$ cat src/inc/b1r_pkg.sv
// Purpose: Constants, register table and carrier types for the bank-one register block.
// Assumes: 8-bit register file reached as one 32-bit AHB-Lite word per register.
// Notes: Printed offsets are register indices; the byte address is four times the index.
//
// Notes on behaviour
// - Unimplemented bits and unused addresses in this bank always read as zero.
// - High latch holds pending counter bits 12:8, copied in on a low-byte load.
// - Counter upper byte is never read or written directly, only via the latch.
// - Indirect port, counter low, status, pointer, latch, interrupt control: all banks.
// - Port A pin 5 is input only; its direction bit reads back as one.
// - Conversion interrupt enable exists only on the variant with the converter.
// - Port A direction bits 4:0 steer pins 4:0; bits 6 and 7 steer pins 6 and 7.

package b1r_pkg;

    // ------------------------------------------------------------------
    // Printed register offsets (register indices).
    // ------------------------------------------------------------------
    localparam logic [7:0] OFF_INDIRECT_PORT = 8'h80;
    localparam logic [7:0] OFF_OPTION = 8'h81;
    localparam logic [7:0] OFF_PC_LOW = 8'h82;
    localparam logic [7:0] OFF_STATUS = 8'h83;
    localparam logic [7:0] OFF_POINTER = 8'h84;
    localparam logic [7:0] OFF_PORT_A_DIR = 8'h85;
    localparam logic [7:0] OFF_PORT_B_DIR = 8'h86;
    localparam logic [7:0] OFF_PC_HIGH_LATCH = 8'h8A;
    localparam logic [7:0] OFF_CORE_IRQ = 8'h8B;
    localparam logic [7:0] OFF_PIE_ONE = 8'h8C;
    localparam logic [7:0] OFF_PIE_TWO = 8'h8D;
    localparam logic [7:0] OFF_POWER_FLAGS = 8'h8E;
    localparam logic [7:0] OFF_OSC_CTRL = 8'h8F;
    localparam logic [7:0] OFF_OSC_TUNE = 8'h90;
    localparam logic [7:0] OFF_T2_PERIOD = 8'h92;
    localparam logic [7:0] OFF_SER_ADDR = 8'h93;
    localparam logic [7:0] OFF_SER_STATUS = 8'h94;

    // ------------------------------------------------------------------
    // Stored register table, one entry per physical register.
    // ------------------------------------------------------------------
    localparam int NREG = 15;
    localparam int IDX_OPTION = 0;
    localparam int IDX_STATUS = 1;
    localparam int IDX_POINTER = 2;
    localparam int IDX_PORT_A_DIR = 3;
    localparam int IDX_PORT_B_DIR = 4;
    localparam int IDX_PC_HIGH_LATCH = 5;
    localparam int IDX_CORE_IRQ = 6;
    localparam int IDX_PIE_ONE = 7;
    localparam int IDX_PIE_TWO = 8;
    localparam int IDX_POWER_FLAGS = 9;
    localparam int IDX_OSC_CTRL = 10;
    localparam int IDX_OSC_TUNE = 11;
    localparam int IDX_T2_PERIOD = 12;
    localparam int IDX_SER_ADDR = 13;
    localparam int IDX_SER_STATUS = 14;

    localparam logic [7:0] REG_OFF [NREG] = '{OFF_OPTION, OFF_STATUS, OFF_POINTER,
        OFF_PORT_A_DIR, OFF_PORT_B_DIR, OFF_PC_HIGH_LATCH, OFF_CORE_IRQ, OFF_PIE_ONE,
        OFF_PIE_TWO, OFF_POWER_FLAGS, OFF_OSC_CTRL, OFF_OSC_TUNE, OFF_T2_PERIOD,
        OFF_SER_ADDR, OFF_SER_STATUS};
    localparam logic [7:0] REG_RESET [NREG] = '{8'hFF, 8'h18, 8'h00, 8'hFF, 8'hFF, 8'h00,
        8'h00, 8'h00, 8'h00, 8'h01, 8'h00, 8'h00, 8'hFF, 8'h00, 8'h00};
    // Bits that exist at all; the rest read as zero.
    localparam logic [7:0] REG_RMASK [NREG] = '{8'hFF, 8'hFF, 8'hFF, 8'hFF, 8'hFF, 8'h1F,
        8'hFF, 8'h7F, 8'hD0, 8'h03, 8'h7F, 8'h3F, 8'hFF, 8'hFF, 8'hFF};
    // Bits that software may write; existing bits outside it come from hardware.
    localparam logic [7:0] REG_WMASK [NREG] = '{8'hFF, 8'hE7, 8'hFF, 8'hDF, 8'hFF, 8'h1F,
        8'hFF, 8'h7F, 8'hD0, 8'h03, 8'h73, 8'h3F, 8'hFF, 8'hFF, 8'hC0};
    localparam logic REG_MIRROR [NREG] = '{1'b0, 1'b1, 1'b1, 1'b0, 1'b0, 1'b1, 1'b1,
        1'b0, 1'b0, 1'b0, 1'b0, 1'b0, 1'b0, 1'b0, 1'b0};

    // ------------------------------------------------------------------
    // Field positions and fixed values.
    // ------------------------------------------------------------------
    localparam int STATUS_IRP_BIT = 7;
    localparam int STATUS_BANK_HI_BIT = 6;
    localparam int STATUS_BANK_LO_BIT = 5;
    localparam int STATUS_TO_BIT = 4;
    localparam int STATUS_PD_BIT = 3;
    localparam logic [1:0] BANK_ONE = 2'h1;
    localparam int PERIPHERAL_IRQ_ENABLE_ONE_CONV_BIT = 6;
    localparam int PORT_A_PIN5 = 5;
    localparam int OSC_OSTS_BIT = 3;
    localparam int OSC_IOFS_BIT = 2;
    localparam int SER_HW_BITS = 6;
    localparam int LATCH_WIDTH = 5;
    localparam logic [12:0] PC_RESET = 13'h0000;
    localparam logic BANK_WINDOW = 1'b1;

    // ------------------------------------------------------------------
    // Carrier types.
    // ------------------------------------------------------------------
    typedef struct packed {
        logic wr;
        logic [7:0] idx;
        logic [7:0] wdata;
    } b1r_req_t;

    typedef struct packed {
        logic pc_inc;
        logic wdt_timeout;
        logic sleep_entry;
        logic wdt_clear;
    } b1r_core_t;

    typedef struct packed {
        logic osc_startup_done;
        logic intosc_stable;
        logic [5:0] serial_state;
    } b1r_periph_t;

    typedef logic [NREG-1:0][7:0] b1r_view_t;

endpackage

$ cat src/rtl/b1r_bank.sv
// Purpose: Bank-one special register file of a small microcontroller core.
// Assumes: Core strobes are one-cycle pulses synchronous to mclk.
// Notes: Peripherals behind these registers live elsewhere; this block only holds state.
//
// Added by the designer: the AHB-Lite register port.
`timescale 1ns/10ps

module b1r_bank #(
    parameter bit HAS_CONVERTER = 1'b1
) (
    input wire logic mclk,
    input wire logic rst_n,
    input wire logic hsel,
    input wire logic [31:0] haddr,
    input wire logic [1:0] htrans,
    input wire logic hwrite,
    input wire logic [2:0] hsize,
    input wire logic [31:0] hwdata,
    input wire logic hready,
    output logic hreadyout,
    output logic hresp,
    output logic [31:0] hrdata,
    input wire b1r_pkg::b1r_core_t core,
    input wire b1r_pkg::b1r_periph_t periph,
    input wire logic [7:0] ind_rdata,
    output logic [8:0] indirect_addr,
    output logic ind_we,
    output logic [7:0] ind_wdata,
    output logic [12:0] program_counter,
    output logic [7:0] port_a_direction,
    output b1r_pkg::b1r_view_t reg_view
);

    // ------------------------------------------------------------------
    // Declarations.
    // ------------------------------------------------------------------
    b1r_pkg::b1r_req_t req;
    logic [7:0] rdata, ind_wdata_ff;
    logic [7:0] regs_ff [b1r_pkg::NREG];
    logic [7:0] hw_val [b1r_pkg::NREG], rd_val [b1r_pkg::NREG];
    logic [7:0] wmask [b1r_pkg::NREG], rmask [b1r_pkg::NREG];
    logic [b1r_pkg::NREG-1:0] hit;
    logic [1:0] bank_sel;
    logic in_window, hit_pcl, hit_indirect_access_port, to_ff, pd_ff, ind_we_ff;
    logic [12:0] pc_ff;

    // ------------------------------------------------------------------
    // Bus front end.
    // ------------------------------------------------------------------

    // The slave owns the handshake; this module only sees strobes and read data.
    b1r_ahb_slave u_slave (
        .mclk(mclk),
        .rst_n(rst_n),
        .hsel(hsel),
        .haddr(haddr),
        .htrans(htrans),
        .hwrite(hwrite),
        .hsize(hsize),
        .hwdata(hwdata),
        .hready(hready),
        .hreadyout(hreadyout),
        .hresp(hresp),
        .hrdata(hrdata),
        .req(req),
        .rdata(rdata)
    );

    // ------------------------------------------------------------------
    // Address decode.
    // ------------------------------------------------------------------

    // Current bank comes from the two bank select bits of the status register.
    assign bank_sel = {regs_ff[b1r_pkg::IDX_STATUS][b1r_pkg::STATUS_BANK_HI_BIT],
                       regs_ff[b1r_pkg::IDX_STATUS][b1r_pkg::STATUS_BANK_LO_BIT]};

    // Indices below the bank window are unmapped and read as zero.
    assign in_window = (req.idx[7] == b1r_pkg::BANK_WINDOW);

    // The indirect port and counter low byte have no stored copy here but decode in any bank.
    assign hit_pcl = in_window && (req.idx == b1r_pkg::OFF_PC_LOW);
    assign hit_indirect_access_port = in_window && (req.idx == b1r_pkg::OFF_INDIRECT_PORT);

    // ------------------------------------------------------------------
    // Per-register masks, decode and storage.
    // ------------------------------------------------------------------
    genvar gi;
    generate
        for (gi = 0; gi < b1r_pkg::NREG; gi++) begin : g_reg

            // Without the converter the conversion enable bit does not exist at all.
            if (gi == b1r_pkg::IDX_PIE_ONE && !HAS_CONVERTER) begin : g_noconv
                assign wmask[gi] = b1r_pkg::REG_WMASK[gi] &
                                   ~(8'h01 << b1r_pkg::PERIPHERAL_IRQ_ENABLE_ONE_CONV_BIT);
                assign rmask[gi] = b1r_pkg::REG_RMASK[gi] &
                                   ~(8'h01 << b1r_pkg::PERIPHERAL_IRQ_ENABLE_ONE_CONV_BIT);
            end else begin : g_full
                assign wmask[gi] = b1r_pkg::REG_WMASK[gi];
                assign rmask[gi] = b1r_pkg::REG_RMASK[gi];
            end

            // Mirrored registers ignore the bank bits; the others need bank one.
            assign hit[gi] = in_window && (req.idx == b1r_pkg::REG_OFF[gi]) &&
                             (b1r_pkg::REG_MIRROR[gi] ||
                              bank_sel == b1r_pkg::BANK_ONE);

            // Only writable bits are stored; hardware-owned bits keep their reset value.
            always_ff @(posedge mclk or negedge rst_n) begin
                if (!rst_n) begin
                    regs_ff[gi] <= b1r_pkg::REG_RESET[gi];
                end else if (req.wr && hit[gi]) begin
                    regs_ff[gi] <= (regs_ff[gi] & ~wmask[gi]) |
                                   (req.wdata & wmask[gi]);
                end
            end

            // Read value merges stored and hardware bits, then drops missing bits.
            assign rd_val[gi] = ((regs_ff[gi] & wmask[gi]) |
                                 (hw_val[gi] & ~wmask[gi])) & rmask[gi];
            assign reg_view[gi] = rd_val[gi];
        end
    endgenerate

    // ------------------------------------------------------------------
    // Hardware-owned bits.
    // ------------------------------------------------------------------

    // Status, oscillator and serial flags come from outside; pin 5 can never drive.
    always_comb begin
        for (int i = 0; i < b1r_pkg::NREG; i++) begin
            hw_val[i] = 8'h00;
        end
        hw_val[b1r_pkg::IDX_STATUS][b1r_pkg::STATUS_TO_BIT] = to_ff;
        hw_val[b1r_pkg::IDX_STATUS][b1r_pkg::STATUS_PD_BIT] = pd_ff;
        hw_val[b1r_pkg::IDX_PORT_A_DIR][b1r_pkg::PORT_A_PIN5] = 1'b1;
        hw_val[b1r_pkg::IDX_OSC_CTRL][b1r_pkg::OSC_OSTS_BIT] = periph.osc_startup_done;
        hw_val[b1r_pkg::IDX_OSC_CTRL][b1r_pkg::OSC_IOFS_BIT] = periph.intosc_stable;
        hw_val[b1r_pkg::IDX_SER_STATUS][b1r_pkg::SER_HW_BITS-1:0] = periph.serial_state;
    end

    // Timeout flag: cleared by a watchdog timeout, set again by a watchdog clear.
    // A timeout in the same cycle as a clear wins, so the event is never lost.
    always_ff @(posedge mclk or negedge rst_n) begin
        if (!rst_n) begin
            to_ff <= 1'b1;
        end else if (core.wdt_timeout) begin
            to_ff <= 1'b0;
        end else if (core.wdt_clear) begin
            to_ff <= 1'b1;
        end
    end

    // Power-down flag: cleared on entry to sleep, set by a watchdog clear.
    always_ff @(posedge mclk or negedge rst_n) begin
        if (!rst_n) begin
            pd_ff <= 1'b1;
        end else if (core.sleep_entry) begin
            pd_ff <= 1'b0;
        end else if (core.wdt_clear) begin
            pd_ff <= 1'b1;
        end
    end

    // ------------------------------------------------------------------
    // Program counter.
    // ------------------------------------------------------------------

    // A low-byte write loads the counter; its upper bits come only from the latch.
    always_ff @(posedge mclk or negedge rst_n) begin
        if (!rst_n) begin
            pc_ff <= b1r_pkg::PC_RESET;
        end else if (req.wr && hit_pcl) begin
            pc_ff <= {regs_ff[b1r_pkg::IDX_PC_HIGH_LATCH][b1r_pkg::LATCH_WIDTH-1:0],
                      req.wdata};
        end else if (core.pc_inc) begin
            pc_ff <= pc_ff + 13'h0001;
        end
    end

    // ------------------------------------------------------------------
    // Indirect access port.
    // ------------------------------------------------------------------

    // A port write becomes a memory write strobe a cycle later, kept off the bus path.
    always_ff @(posedge mclk or negedge rst_n) begin
        if (!rst_n) begin
            ind_we_ff <= 1'b0;
            ind_wdata_ff <= 8'h00;
        end else begin
            ind_we_ff <= req.wr && hit_indirect_access_port;
            if (req.wr && hit_indirect_access_port) begin
                ind_wdata_ff <= req.wdata;
            end
        end
    end

    // ------------------------------------------------------------------
    // Read mux.
    // ------------------------------------------------------------------

    // At most one hit is live; a miss reads zero. The upper counter byte has no path.
    always_comb begin
        rdata = 8'h00;
        for (int i = 0; i < b1r_pkg::NREG; i++) begin
            if (hit[i]) begin
                rdata = rd_val[i];
            end
        end
        if (hit_pcl) begin
            rdata = pc_ff[7:0];
        end
        if (hit_indirect_access_port) begin
            rdata = ind_rdata;
        end
    end

    // ------------------------------------------------------------------
    // Outputs.
    // ------------------------------------------------------------------

    // The pointer is widened by the status bank bit for indirect addressing.
    assign indirect_addr = {regs_ff[b1r_pkg::IDX_STATUS][b1r_pkg::STATUS_IRP_BIT],
                            regs_ff[b1r_pkg::IDX_POINTER]};
    assign ind_we = ind_we_ff;
    assign ind_wdata = ind_wdata_ff;
    assign program_counter = pc_ff;

    // Direction bits 4:0, 6 and 7 pass through to their pins; bit 5 reads one.
    assign port_a_direction = rd_val[b1r_pkg::IDX_PORT_A_DIR];

endmodule

$ cat src/rtl/b1r_ahb_slave.sv
// Purpose: AHB-Lite slave front end that turns bus transfers into register strobes.
// Assumes: Single whole-word transfers; response is always OKAY.
// Notes: Writes take no wait state; reads take one so that hrdata comes from a flip-flop.
`timescale 1ns/10ps

module b1r_ahb_slave (
    input wire logic mclk,
    input wire logic rst_n,
    input wire logic hsel,
    input wire logic [31:0] haddr,
    input wire logic [1:0] htrans,
    input wire logic hwrite,
    input wire logic [2:0] hsize,
    input wire logic [31:0] hwdata,
    input wire logic hready,
    output logic hreadyout,
    output logic hresp,
    output logic [31:0] hrdata,
    output b1r_pkg::b1r_req_t req,
    input wire logic [7:0] rdata
);

    logic accept, dph_wr_ff, dph_rd_ff, rd_done_ff;
    logic [7:0] dph_idx_ff;
    logic [31:0] hrdata_ff;

    // ------------------------------------------------------------------
    // Address phase capture.
    // ------------------------------------------------------------------

    // NONSEQ or SEQ with hready high opens a data phase; hsize is not checked.
    assign accept = hsel & htrans[1] & hready;

    // Data phase state; a new address phase may overlap the last data cycle.
    always_ff @(posedge mclk or negedge rst_n) begin
        if (!rst_n) begin
            dph_wr_ff <= 1'b0;
            dph_rd_ff <= 1'b0;
            dph_idx_ff <= 8'h00;
        end else if (accept) begin
            dph_wr_ff <= hwrite;
            dph_rd_ff <= ~hwrite;
            dph_idx_ff <= haddr[9:2];
        end else if (hreadyout) begin
            dph_wr_ff <= 1'b0;
            dph_rd_ff <= 1'b0;
        end
    end

    // ------------------------------------------------------------------
    // Read wait state and data register.
    // ------------------------------------------------------------------

    // The first read data cycle stalls and samples the register file.
    always_ff @(posedge mclk or negedge rst_n) begin
        if (!rst_n) begin
            rd_done_ff <= 1'b0;
            hrdata_ff <= 32'h0000_0000;
        end else begin
            rd_done_ff <= dph_rd_ff & ~rd_done_ff;
            if (dph_rd_ff && !rd_done_ff) begin
                hrdata_ff <= {24'h00_0000, rdata};
            end
        end
    end

    // Strobes toward the register file; the write lands at the end of its data phase.
    assign hreadyout = ~(dph_rd_ff & ~rd_done_ff);
    assign hresp = 1'b0;
    assign hrdata = hrdata_ff;
    assign req.wr = dph_wr_ff;
    assign req.idx = dph_idx_ff;
    assign req.wdata = hwdata[7:0];

endmodule

$ cat config.mk
export PLATFORM = sky130hd
export DESIGN_NAME = b1r_bank
export DESIGN_NICKNAME = d
export VERILOG_FILES = /design/src/inc/b1r_pkg.sv /design/src/rtl/b1r_bank.sv /design/src/rtl/b1r_ahb_slave.sv
export SDC_FILE = /design/constraint.sdc
export NUM_CORES = 1
export LEC_CHECK = 0
export BUFFER_PORTS_ARGS = -buffer_cell sky130_fd_sc_hd__buf_2
export CAP_MARGIN = 20
export CELL_PAD_IN_SITES_DETAIL_PLACEMENT = 2
export CELL_PAD_IN_SITES_GLOBAL_PLACEMENT = 2
export CORE_ASPECT_RATIO = 2
export CORE_UTILIZATION = 30
export DETAILED_ROUTE_END_ITERATION = 6
export GPL_ROUTABILITY_DRIVEN = 0
export HOLD_SLACK_MARGIN = 0.15
export PLACE_DENSITY = 0.89
export SKIP_CTS_REPAIR_TIMING = 1
export SLEW_MARGIN = 20
export SYNTH_ARGS = -nofsm -noshare
export SYNTH_HDL_FRONTEND = slang
export SYNTH_HIERARCHICAL = 1
export SYNTH_SLANG_ARGS = --single-unit
$ cat constraint.sdc
create_clock -name mclk -period 2.8 [get_ports mclk]
set_input_delay 0.28 -clock mclk [delete_from_list [all_inputs] [get_ports mclk]]
set_output_delay 0.28 -clock mclk [all_outputs]
set_load 0.02 [all_outputs]
==> flow_summary.ini <==
[status]
outcome = finished clean

[route]
drt-total-wl_mm = 34.1
drc_errors = 0
first_pass_iters = 5
wl_per_cell_um = 27.2
ant_nets = 0
drt_iter0_drc = 430
via_per_inst = 5.43
vias = 6797

[placed_design]
port_buffers = 189
hpwl_mm = 25.1
placed_cell_area_sq_um = 8840

[yosys]
synth_adder_area_share_pct = 0.163
syn_area_sq_um = 7690
yosys.cell_types.count = 73
syn_inst = 713
synth_compound_area_share_pct = 11.4
ys_ff_latch = 134
async_flop_share_pct = 100
synth_top_family_by_area = multiplexers
synth.area.mux_share_pct = 18.6
synth_seq_area_share_pct = 44.2
synthSimpleGateAreaFrac_pct = 13.3
synth_edf_count = 0
synth_xor_area_share_pct = 1.37
ys_warn_count = 6
avgSynthCellArea_sq_um = 10.8
synth-main-ff-cell = dfrtp_1

[finish]
regArea_sq_um = 3400
layout-drive-gt1-share_pct = 48.8
area_delta_synth_final_pct = 24.3
nFillCells = 2699
final_common_cell = buf_2
multi_input_area_sq_um = 3630
mostFrequentLayoutCells = buf_2, mux2_2, dfrtp_1
insertedDiodeCount = 0
final_nets = 998
final_area_sq_um = 9560

[clock_network]
numCtsBuffers = 17
clock_path_buffers = 2
path_clk_slew_ns = 0.06
cts_tree = built
cts_root_buffer = clkbuf_16
clk_latency_ns = 0.45
cts.htree.levels = 4
cts.sinks = 134

[power_and_ir_drop]
p_sw_uw = 2370
clkPwrFrac_pct = 34.1
leakage_uw = 0.00424
max-vdd-ir-drop_mv = 0.429
p_per_area_nw_per_um2 = 673
switching_share_pct = 36.9
power_frac_seq_pct = 38.4
pwr-share-comb_pct = 27.4
p_int_uw = 4050

[floorplan]
fp.dieArea_sq_um = 26300
die_h_um = 228
io_pins = 287
rows = 82
start_util_pct = 30.6
core_sq_um = 25100
die_w_um = 115

[setup_path]
cp-end-kind = flop
startpoint = u_slave/dph_idx_ff[2]
cp_cell_sequence = buf_4, or2_2, nor3_2, buf_4, a32oi_1, a31oi_1, o22a_1, mux2_4
critPathLaunchType = flop
crit_fanout = 10
r2r-start = u_slave/dph_idx_ff[2]
cp.arrival_ns = 2.99
cpMaxStageDelayCell = dfrtp_1
slowest_delay_ns = 0.58
worst_path_most_repeated_cell = buf_4
cp.required_ns = 3.13
worstSetupPathType = flop to flop

[sta]
finalSetupTns_ns = 0
hold_viol = 0
timing.slew.headroom_pct = 61.4
layout_worst_path_cycle_share_pct = 95.1
finalCriticalPeriod_ns = 2.66
max_slew.worst_pin.slew_ns = 0.579
rsz0062_at_grt = false
fmax_ghz = 0.376
drv_slew = 0
setup_viol = 0
skew_ns = 0.0154

[min_path]
holdCritStartpoint = core[3]
hp-class = input pin to flop

[grt]
grt_max_degree = 56
grt_pass1_vias = 7398
antenna_found_initial = 0
grt_pass1_wl_mm = 50.0
grt_usage_pct = 26.8
gr-total-overflow = 0

[job]
cap_violations = 0
==> final cells by class <==
| type | count | share of cell area (%) |
|---|---|---|
| Inverter | 9 | 0.380 |
| Clock inverter | 11 | 1.05 |
| Clock buffer | 21 | 4.82 |
| Sequential cell | 134 | 35.5 |
| Multi-Input combinational cell | 491 | 38.0 |
| Timing Repair Buffer | 250 | 15.8 |
| Tap cell | 336 | 4.40 |
==> registers in the layout, summed over array words and instances (netlist names), 2 cells and up <==
register            flops
ind_wdata               8
reg_view               63
port_a_direction        7
bank_sel                2
u_slave/hrdata          8
program_counter        13
u_slave/dph_idx_ff      8
indirect_addr           9
regs_ff                10
==> path summary, 6_finish.rpt <==
path                                      endpoint  slack, ns  cells past startpoint
min in group asynchronous             reg_view[43]       0.35                      2
worst max register to register   u_slave/hrdata[7]       0.14                      8
max in group asynchronous              reg_view[1]       1.60                      3
worst min-delay path            program_counter[0]       0.22                      3
worst max-delay path             u_slave/hrdata[7]       0.14                      8
worst min register to register  u_slave/rd_done_ff       0.48                      1
==> synth_stat cells, types with 7 or more instances <==
cell	count	area [sq um]
nand4_1	8	50.1
nor2_1	39	146
dfrtp_1	100	2500
mux2_2	111	1250
o21ai_0	19	95.1
nand3_1	16	80.1
buf_4	81	608
o211ai_1	7	52.6
a21oi_1	40	200
dfstp_2	34	893
buf_2	18	90.1
a31oi_1	7	43.8
clkbuf_1	19	71.3
xor2_1	9	78.8
inv_1	8	30.0
mux2_4	8	120
nor2b_1	9	56.3
nand2_1	51	191
a32oi_1	7	61.3
==> critical path: cells and delay by family, from the launching register on <==
| kind | cells | cell delay, ns |
|---|---|---|
| AOI/OAI and AO/OA | 3 | 0.97 |
| buffers and inverters | 2 | 0.40 |
| DFF | 1 | 0.58 |
| muxes | 1 | 0.26 |
| and+or+nand+nor | 2 | 0.32 |
==> routing by layer <==
layer	share of wire, %	track usage [%]	vias up
li1	-	-	2832
met1	33	26.2	3436
met2	53	47.7	382
met3	6.1	6.26	147
met4	8.1	20.2	0
met5	0	0	-
==> power by group through the flow <==
stage | clock (uW) | combinational, uW | sequential [uW]
after floorplan | 0 | 913 | 2580
after global placement | 0 | 1630 | 2470
after detailed placement | 0 | 1700 | 2490
after CTS | 2220 | 1730 | 2460
after global routing | 2290 | 1850 | 2490
final | 2200 | 1760 | 2470
==> metrics by stage <==
step / hold WS (ns) / power [uW] / util, % / std cells / setup WS (ns)
after floorplan: -0.0156 / 3490 / - / 755 / 0.605
after global placement: 0.253 / 4100 / 35.2 / 1206 / 0.177
after detailed placement: 0.261 / 4200 / 35.2 / 1206 / 0.0264
after CTS: -0.218 / 6410 / 37.4 / 1238 / 0.0301
after global routing: 0.250 / 6640 / 38.0 / 1252 / 0.0679
final: 0.224 / 6430 / 38.0 / 1252 / 0.138
==> cells by family after synthesis <==
logic type / Yosys count
other: 3
flip-flops: 134
AND/OR/NAND/NOR: 177
multiplexers: 125
XOR/XNOR: 12
AO/OA/AOI/OAI: 131
adder cells (fa/ha/maj): 1
buffers and inverters: 130
No activity file was read; power rests on OpenSTA's default activity.
